**src/core/iaot_pkg.sv**
```systemverilog
// Package with constants for the interleaved converter output timing block.
package iaot_pkg;
	localparam int          IAOT_WIDTH       = 8;
	localparam int          IAOT_LATENCY     = 15;
	localparam int          IAOT_FIFO_DEPTH  = 32;
	localparam int          IAOT_TEST_DIV    = 10;
	localparam logic [3:0]  IAOT_TEST_LAST   = 4'h4;
	localparam logic [7:0]  IAOT_MID_CODE    = 8'h80;
	localparam logic [7:0]  IAOT_FULL_CODE   = 8'hff;
	localparam logic [7:0]  IAOT_ZERO_CODE   = 8'h00;
	localparam logic [3:0]  IAOT_CNT_RESET   = 4'h0;
	localparam logic [7:0]  IAOT_DATA_RESET  = 8'h80;
endpackage

```
**src/core/iaot_fifo.sv**
```systemverilog
// Parameterised FIFO holding converted samples between conversion and output ports.
`timescale 1ns/1ps
module iaot_fifo #(
	parameter int WIDTH = 8,
	parameter int DEPTH = 32
) (
	input  wire logic             sys_clk,
	input  wire logic             arst_n,
	input  wire logic [WIDTH-1:0] in_data,
	input  wire logic             in_valid,
	output logic                  in_ready,
	output logic      [WIDTH-1:0] out_data,
	output logic                  out_valid,
	input  wire logic             out_ready
);
	localparam int AW = $clog2(DEPTH);

	typedef struct packed {
		logic [AW:0] wr_ptr;
		logic [AW:0] rd_ptr;
	} iaot_fifo_state_s;

	iaot_fifo_state_s st;
	iaot_fifo_state_s next_st;
	logic [WIDTH-1:0] mem [DEPTH];
	logic             push;
	logic             pop;

	assign in_ready  = (st.wr_ptr - st.rd_ptr) != (AW+1)'(DEPTH);
	assign out_valid = st.wr_ptr != st.rd_ptr;
	assign out_data  = mem[st.rd_ptr[AW-1:0]];
	assign push      = in_valid && in_ready;
	assign pop       = out_valid && out_ready;

	always_ff @(posedge sys_clk) begin
		if (push) begin
			mem[st.wr_ptr[AW-1:0]] <= in_data;
		end
	end

	always_comb begin
		next_st = st;
		if (push) begin
			next_st.wr_ptr = st.wr_ptr + 1'b1;
		end
		if (pop) begin
			next_st.rd_ptr = st.rd_ptr + 1'b1;
		end
	end

	always_ff @(posedge sys_clk or negedge arst_n) begin
		if (!arst_n) begin
			st <= '0;
		end else begin
			st <= next_st;
		end
	end
endmodule // iaot_fifo

```
**src/core/iaot_top.sv**
```systemverilog
// Output timing and phasing logic of a two-way interleaved 8-bit converter.
`timescale 1ns/1ps
import iaot_pkg::*;

// Summary of operation
// - Sample clock is halved; the halved phase strobes the two converter halves alternately.
// - Port A result is valid after forwarded clock rise, port B after its fall.
// - Normal mode forwarded clock runs at half the sample clock rate.
// - Strap low gives test mode: divide by ten, fifty percent duty cycle.
// - Test mode keeps the same phasing and keeps one sample of every five.
// - An unconnected strap is pulled low internally by the pad.
// - A toggling tracking input high at the strobe edge selects port A, low selects port B.
// - Each kept sample reaches its port fifteen sample clock cycles after it was taken.
// - Over-range gives all ones and under-range all zeros, never wrapping.
// - Results are offset binary; zero difference gives code 10000000.
// - Each converter half yields an 8-bit word on its own port.
module iaot_top (
	input  wire logic        sys_clk,
	input  wire logic        arst_n,
	input  wire logic [8:0]  sample_signed,
	input  wire logic        output_divide_select,
	input  wire logic        phase_track_input,
	output logic             conv_strobe_a,
	output logic             conv_strobe_b,
	output logic             forwarded_output_clock,
	output logic [7:0]       port_a_result,
	output logic [7:0]       port_b_result,
	output logic             test_mode
);
	//////////////////////////////////////////////////////////////////////////////////////////
	// Registered state of the block.

	typedef struct packed {
		logic [2:0]              strap_sync;
		logic                    strap_lvl;
		logic                    tmode;
		logic                    track_prev;
		logic                    half;
		logic                    last_side;
		logic [3:0]              div_cnt;
		logic                    fclk;
		logic                    stb_a;
		logic                    stb_b;
		logic [7:0]              a_out;
		logic [7:0]              b_out;
		logic [IAOT_LATENCY-1:0] lat_vld;
	} iaot_state_s;

	iaot_state_s st;
	iaot_state_s next_st;

	//////////////////////////////////////////////////////////////////////////////////////////
	// Combinational signals.

	// Coding of the incoming quantizer value.
	logic        over_range;
	logic        under_range;
	logic [7:0]  code;

	// Mode strap and side selection.
	logic        strap_agree;
	logic        strap_new;
	logic        track_toggling;
	logic        next_half;

	// Rate selection and admission of samples.
	logic        div_wrap;
	logic        rate_slot;
	logic        side_fresh;
	logic        keep;
	logic        push_ok;

	// Result FIFO and valid line.
	logic [8:0]  pipe_in;
	logic [8:0]  pipe_out;
	logic        pipe_valid;
	logic        fifo_in_ready;
	logic        drain;
	logic        word_out;
	logic        word_is_b;
	logic        in_flight;

	// Forwarded clock and port loading.
	logic        free_toggle;
	logic        next_fclk;
	logic        load_a;
	logic        load_b;

	//////////////////////////////////////////////////////////////////////////////////////////
	// Offset-binary coding with clamping at both ends of the range.

	// A value above the top code or below the bottom code clamps instead of wrapping.
	assign over_range  = !sample_signed[8] && sample_signed[7];
	assign under_range = sample_signed[8] && !sample_signed[7];

	// Inside the range the sign bit is inverted, so zero difference gives the mid code.
	always_comb begin
		unique case ({over_range, under_range})
			2'b10: begin
				code = IAOT_FULL_CODE;
			end
			2'b01: begin
				code = IAOT_ZERO_CODE;
			end
			default: begin
				code = sample_signed[7:0] ^ IAOT_MID_CODE;
			end
		endcase
	end

	//////////////////////////////////////////////////////////////////////////////////////////
	// Mode strap and phase tracking.

	// The strap passes three flip-flops; a new level counts once the last two agree.
	assign strap_agree = st.strap_sync[2] == st.strap_sync[1];
	assign strap_new   = strap_agree ? st.strap_sync[1] : st.strap_lvl;

	// Tracking is timed to the sample clock, so it is taken without synchroniser.
	// A toggling input shows that the receiver drives it; its level then picks the side.
	// A held input is not trusted, and the sides simply alternate from the last one.
	assign track_toggling = phase_track_input != st.track_prev;

	always_comb begin
		if (track_toggling) begin
			next_half = !phase_track_input;
		end else begin
			next_half = !st.half;
		end
	end

	//////////////////////////////////////////////////////////////////////////////////////////
	// Sample admission.

	// In test mode the counter runs through five slots and the last one is kept.
	assign div_wrap  = st.div_cnt == 4'(IAOT_TEST_DIV / 2 - 1);
	assign rate_slot = !st.tmode || (st.div_cnt == IAOT_TEST_LAST);

	// A sample is kept only on the other side than the last kept one. Without this a
	// mode change could queue two words of one side, and the second would have no edge.
	assign side_fresh = st.half != st.last_side;
	assign keep       = rate_slot && side_fresh;
	assign push_ok    = keep && fifo_in_ready;
	assign pipe_in    = {st.half, code};

	//////////////////////////////////////////////////////////////////////////////////////////
	// Result FIFO; a word leaves when its slot in the valid line matures.

	assign drain = st.lat_vld[IAOT_LATENCY-1];

	iaot_fifo #(
		.WIDTH(9),
		.DEPTH(IAOT_FIFO_DEPTH)
	) u_fifo (
		.sys_clk  (sys_clk),
		.arst_n   (arst_n),
		.in_data  (pipe_in),
		.in_valid (keep),
		.in_ready (fifo_in_ready),
		.out_data (pipe_out),
		.out_valid(pipe_valid),
		.out_ready(drain)
	);

	assign word_out  = drain && pipe_valid;
	assign word_is_b = pipe_out[8];
	assign in_flight = |st.lat_vld;

	//////////////////////////////////////////////////////////////////////////////////////////
	// Forwarded clock and port loading.

	// With no word in flight the forwarded clock runs free at the rate of the mode.
	// Once words flow, only they move it, so clock and data can never drift apart.
	assign free_toggle = !in_flight && (!st.tmode || div_wrap);
	assign load_a      = word_out && !word_is_b;
	assign load_b      = word_out && word_is_b;

	// The forwarded clock rises with a side A word and falls with a side B word.
	always_comb begin
		if (word_out) begin
			next_fclk = !word_is_b;
		end else if (free_toggle) begin
			next_fclk = !st.fclk;
		end else begin
			next_fclk = st.fclk;
		end
	end

	//////////////////////////////////////////////////////////////////////////////////////////
	// Next state.

	always_comb begin
		next_st = st;

		// Strap low, or left open and pulled low, selects the divide-by-ten test rate.
		next_st.strap_sync = {st.strap_sync[1:0], output_divide_select};
		next_st.strap_lvl  = strap_new;
		next_st.tmode      = !st.strap_lvl;

		// Side selection and the alternating conversion strobes.
		next_st.track_prev = phase_track_input;
		next_st.half       = next_half;
		next_st.stb_a      = !next_half;
		next_st.stb_b      = next_half;

		// Slot counter of the divide-by-ten rate.
		if (st.tmode && !div_wrap) begin
			next_st.div_cnt = st.div_cnt + 4'h1;
		end else begin
			next_st.div_cnt = IAOT_CNT_RESET;
		end

		// Admission and the valid line that sets the latency.
		if (push_ok) begin
			next_st.last_side = st.half;
		end
		next_st.lat_vld = {st.lat_vld[IAOT_LATENCY-2:0], push_ok};

		// Output ports and forwarded clock change in the same cycle.
		next_st.fclk = next_fclk;
		if (load_a) begin
			next_st.a_out = pipe_out[7:0];
		end
		if (load_b) begin
			next_st.b_out = pipe_out[7:0];
		end
	end

	//////////////////////////////////////////////////////////////////////////////////////////
	// State register.

	// Reset starts in test mode until the strap has passed its synchroniser.
	always_ff @(posedge sys_clk or negedge arst_n) begin
		if (!arst_n) begin
			st.strap_sync <= '0;
			st.strap_lvl  <= 1'b0;
			st.tmode      <= 1'b1;
			st.track_prev <= 1'b0;
			st.half       <= 1'b0;
			st.last_side  <= 1'b1;
			st.div_cnt    <= IAOT_CNT_RESET;
			st.fclk       <= 1'b0;
			st.stb_a      <= 1'b0;
			st.stb_b      <= 1'b0;
			st.a_out      <= IAOT_DATA_RESET;
			st.b_out      <= IAOT_DATA_RESET;
			st.lat_vld    <= '0;
		end else begin
			st <= next_st;
		end
	end

	//////////////////////////////////////////////////////////////////////////////////////////
	// Outputs, each straight from a flip-flop.

	// Conversion strobes.
	assign conv_strobe_a          = st.stb_a;
	assign conv_strobe_b          = st.stb_b;

	// Forwarded clock and results.
	assign forwarded_output_clock = st.fclk;
	assign port_a_result          = st.a_out;
	assign port_b_result          = st.b_out;

	// Mode indication.
	assign test_mode              = st.tmode;

endmodule // iaot_top

```
**config.mk**
```make
export PLATFORM = sky130hd
export DESIGN_NAME = iaot_top
export DESIGN_NICKNAME = d
export VERILOG_FILES = /design/src/core/iaot_pkg.sv /design/src/core/iaot_fifo.sv /design/src/core/iaot_top.sv
export SDC_FILE = /design/constraint.sdc
export NUM_CORES = 1
export LEC_CHECK = 0
export BUFFER_PORTS_ARGS = -buffer_cell sky130_fd_sc_hd__clkbuf_2
export CORE_UTILIZATION = 25
export DETAILED_ROUTE_END_ITERATION = 16
export GPL_ROUTABILITY_DRIVEN = 0
export MAX_ROUTING_LAYER = met4
export PLACE_DENSITY_LB_ADDON = 0.2
export SYNTH_ARGS = -nofsm -noshare
export SYNTH_HDL_FRONTEND = slang
export SYNTH_HIERARCHICAL = 1
export SYNTH_SLANG_ARGS = --single-unit
```
**constraint.sdc**
```tcl
create_clock -name sys_clk -period 3.95 [get_ports sys_clk]
set_clock_uncertainty 0.1 [all_clocks]
set_input_delay 0.1975 -clock sys_clk [delete_from_list [all_inputs] [get_ports sys_clk]]
set_output_delay 0.1975 -clock sys_clk [all_outputs]
set_load 0.02 [all_outputs]
```
==> summary.txt <==
Run status
  – Run status: finished clean

Worst setup path
  – Slack of the worst reg-to-reg path: 0.32 ns
  – Slowest stage cell, crit path: nor2_1
  – Setup crit start kind: flip-flop
  – Critical path required time: 4.01 ns
  – Dominant delay contributor by cell family on the critical path: compound AO/OA/AOI/OAI gates
  – Endpoint arrival time on the critical path: 3.69 ns
  – Crit-path max cell delay: 0.84 ns
  – Buffer and inverter count on the worst path: 1
  – Path type of the worst setup path: flip-flop to flip-flop
  – Beginning of the worst register-to-register path: u_fifo/st[3]
  – Critical path endpoint category: flip-flop
  – Cells along the critical path: inv_1 > ha_1 > o21ai_0 > a21oi_1 > or4_1 > o311a_1 > o211ai_2 > nor2_1
  – Count of cells along the worst register-to-register path: 8
  – R2r endpoint: u_fifo/mem[24][8]
  – Critical path peak fanout: 12

Timing
  – Post-route setup TNS: 0 ns
  – Post-route clock period utilization: 91.8%
  – Final count of pins violating max slew: 0
  – Unrepaired setup endpoints after global routing: false
  – Max Fclk: 0.276 GHz
  – Final Hold Violating Endpoints: 0
  – Slew at the pin closest to its max-slew limit: 1.01 ns
  – Final Critical Period: 3.63 ns
  – Final setup violation count: 0
  – Worst slew margin: 32.2%

Drt
  – Via count: 6,422
  – Iter 0 DRT Violations: 436
  – Total Routed Length: 31,200 microns
  – TritonRoute pass-1 iters: 5
  – Final routed wire length divided by cell count: 21.3 microns
  – DRC violation count after routing: 0
  – Antenna violation net count after detailed routing: 0
  – Average via count per standard cell: 4.38

Synthesis
  – Number of synthesis warnings: 6
  – EDFF count, synth: 288
  – Cell area after synthesis: 13,700 sq um
  – Top cells by count, synth: 288 x edfxtp_1, 90 x mux4_2, 53 x dfrtp_1
  – Top-count cell post-synth: edfxtp_1
  – Top FF cell, synth: edfxtp_1
  – Async set-reset flop share out of synthesis: 16.5%
  – Flops & latches, synth: 345
  – Distinct cell type count of the synthesized netlist: 48
  – Syn nets: 715
  – Area share of the largest cell type after synthesis: 63.1%
  – Sequential share of the synthesized area: 73.6%
  – Syn_area_per_cell: 19.9 sq um
  – Cells taking the most area after synthesis: edfxtp_1 63%, mux4_2 15%, dfrtp_1 9.7%
  – Number of standard cells after synthesis: 689
  – Cell taking the most area after synthesis: edfxtp_1

Pwr
  – Power per unit of standard cell area: 717 nW/um^2
  – Static power due to leakage: 5.30 nW
  – Power after layout: 11.4 mW
  – Worst voltage drop across the vdd grid: 0.257 mV

Global route
  – Wire length of the first global-routing pass: 46,900 microns
  – Global-route total usage across every layer: 11.9%
  – Pin count of the biggest net entering global routing: 75
  – Vias in the first global route: 6,773
  – Gr ovfl total: 0
  – Antenna violations before repair: 0

Finish
  – Multi-input combinational cell area: 3300 sq um
  – Sequential standard cell area: 10,100 sq um
  – Post-layout net count: 766
  – Number of filler instances in the final layout: 5,294
  – Area Growth Syn to Fin: 15.8%
  – Fraction of layout cells with a size suffix above 1: 29.7%

Worst hold path
  – Hold path startpoint: sample_signed[7]
  – Classification of the worst-slack hold path: input pin to flip-flop
  – Number of cells traversed by the worst hold path: 3
  – End of the worst hold path: u_fifo/mem[30][7]

CTS
  – TritonCTS clock tree: built
  – Clock sinks: 345
  – Total number of H-tree levels: 2
  – Post-CTS setup-driven buffer insertion count: 0
  – Number of CTS-inserted buffers: 40
  – Root cell of the clock tree: clkbuf_16
  – Clock-pin slew on the worst setup and hold paths: 0.05 ns
  – Maximum buffer depth of the clock tree: 3
  – Skew-Pair Late Insertion Delay: 0.56 ns

Place
  – Quantity of I/O buffers inserted on ports: 32
  – Detailed-placement wirelength estimate: 19,200 microns

Floorplanning
  – Starting Density: 25.4%
  – Core Box Area: 54,000 sq um
  – # IOs: 33
  – Height of the die: 236 microns
  – Site Rows: 85
  – DIE WIDTH: 236 microns
  – Floorplan die area: 55,700 sq um

Run
  – Number of maximum-capacitance violations: 0
==> routing by layer <==
metal / part of all wire [%] / GRT usage (%) / vias up
met5: 0 / - / -
met4: 2.0 / 3.84 / 0
met3: 5.2 / 2.45 / 44
met2: 43 / 16.3 / 161
met1: 50 / 17.4 / 3399
li1: - / - / 2818
==> per-stage QoR <==
stage	hold WS, ns	instances	setup WS (ns)	instance area (sq um)	util (%)
floorplan	-0.198	689	0.891	13700	-
global placement	0.228	1391	0.394	14600	27.1
detailed placement	0.227	1391	0.300	14600	27.1
CTS	0.165	1464	0.303	15900	29.4
global route	0.191	1464	0.0681	15900	29.4
finish	0.190	1465	0.325	15900	29.4
==> cell type report <==
class | count | area share, %
multi-input cells | 285 | 20.8
clock inverters | 16 | 0.663
diodes | 1 | 0.0158
well taps | 696 | 5.49
repair buffers | 54 | 2.26
clock buffers | 54 | 6.84
inverters | 14 | 0.331
flip-flops and latches | 345 | 63.6
==> cells by family after synthesis <==
kind of cell / synth area share, %
flip-flops: 73.6
AND/OR/NAND/NOR: 4.23
adder cells (fa/ha/maj): 1.26
multiplexers: 16.4
buffers and inverters: 2.36
AO/OA/AOI/OAI: 1.25
XOR/XNOR: 0.959
==> worst min-delay path: cells and delay by family <==
family	cells	cell delay [ns]
AOI/OAI and AO/OA	1	0.06
buffers and inverters	2	0.35
==> worst max path at each step <==
stage / slack, ns / cells past startpoint / startpoint / to
after global routing: 0.07 / 8 / u_fifo/st[3] / u_fifo/mem[17][7]
after global placement: 0.39 / 8 / u_fifo/st[3] / u_fifo/mem[24][4]
after CTS: 0.30 / 8 / u_fifo/st[3] / u_fifo/mem[24][7]
after detailed placement: 0.30 / 8 / u_fifo/st[3] / u_fifo/mem[29][3]
final: 0.32 / 8 / u_fifo/st[3] / u_fifo/mem[24][8]
after floorplan: 0.89 / 9 / u_fifo/st[4] / u_fifo/mem[0][0]
==> sequential cells by signal, summed over array words and instances (netlist names) <==
name	count
test_mode	1
u_fifo/st	12
forwarded_output_clock	1
conv_strobe_a	1
conv_strobe_b	1
port_b_result	8
u_fifo/mem	288
st	8
drain	1
next_st	16
port_a_result	8
==> placed cells by master (no fill, tap or decap), types with 4 or more instances in the layout <==
| cell type | instances |
|---|---|
| a21oi_1 | 4 |
| buf_4 | 17 |
| clkbuf_1 | 12 |
| clkbuf_16 | 41 |
| clkbuf_2 | 32 |
| clkinv_1 | 8 |
| clkinv_2 | 4 |
| dfrtp_1 | 51 |
| dfstp_2 | 4 |
| edfxtp_1 | 288 |
| ha_1 | 13 |
| inv_1 | 14 |
| mux2_2 | 18 |
| mux4_2 | 90 |
| nand2_1 | 50 |
| nand3_1 | 4 |
| nand3b_1 | 4 |
| nor2_1 | 39 |
| o21ai_0 | 4 |
| xnor2_1 | 11 |
| xor2_1 | 4 |
==> where the power goes <==
group	switching (mW)	leakage [nW]	internal, mW	total (mW)
combinational	1.93	1.41	1.48	3.41
sequential	0.204	3.31	4.37	4.57
clock	1.42	0.578	1.98	3.40
total	3.55	5.30	7.83	11.4
==> repair_timing <==
action / 4_1_cts / 5_1_grt
hold buffers: 3 / 0
hold endpoints to repair: 35 / 0
resized for setup: 0 / 0
(Power assumes the default switching activity.)
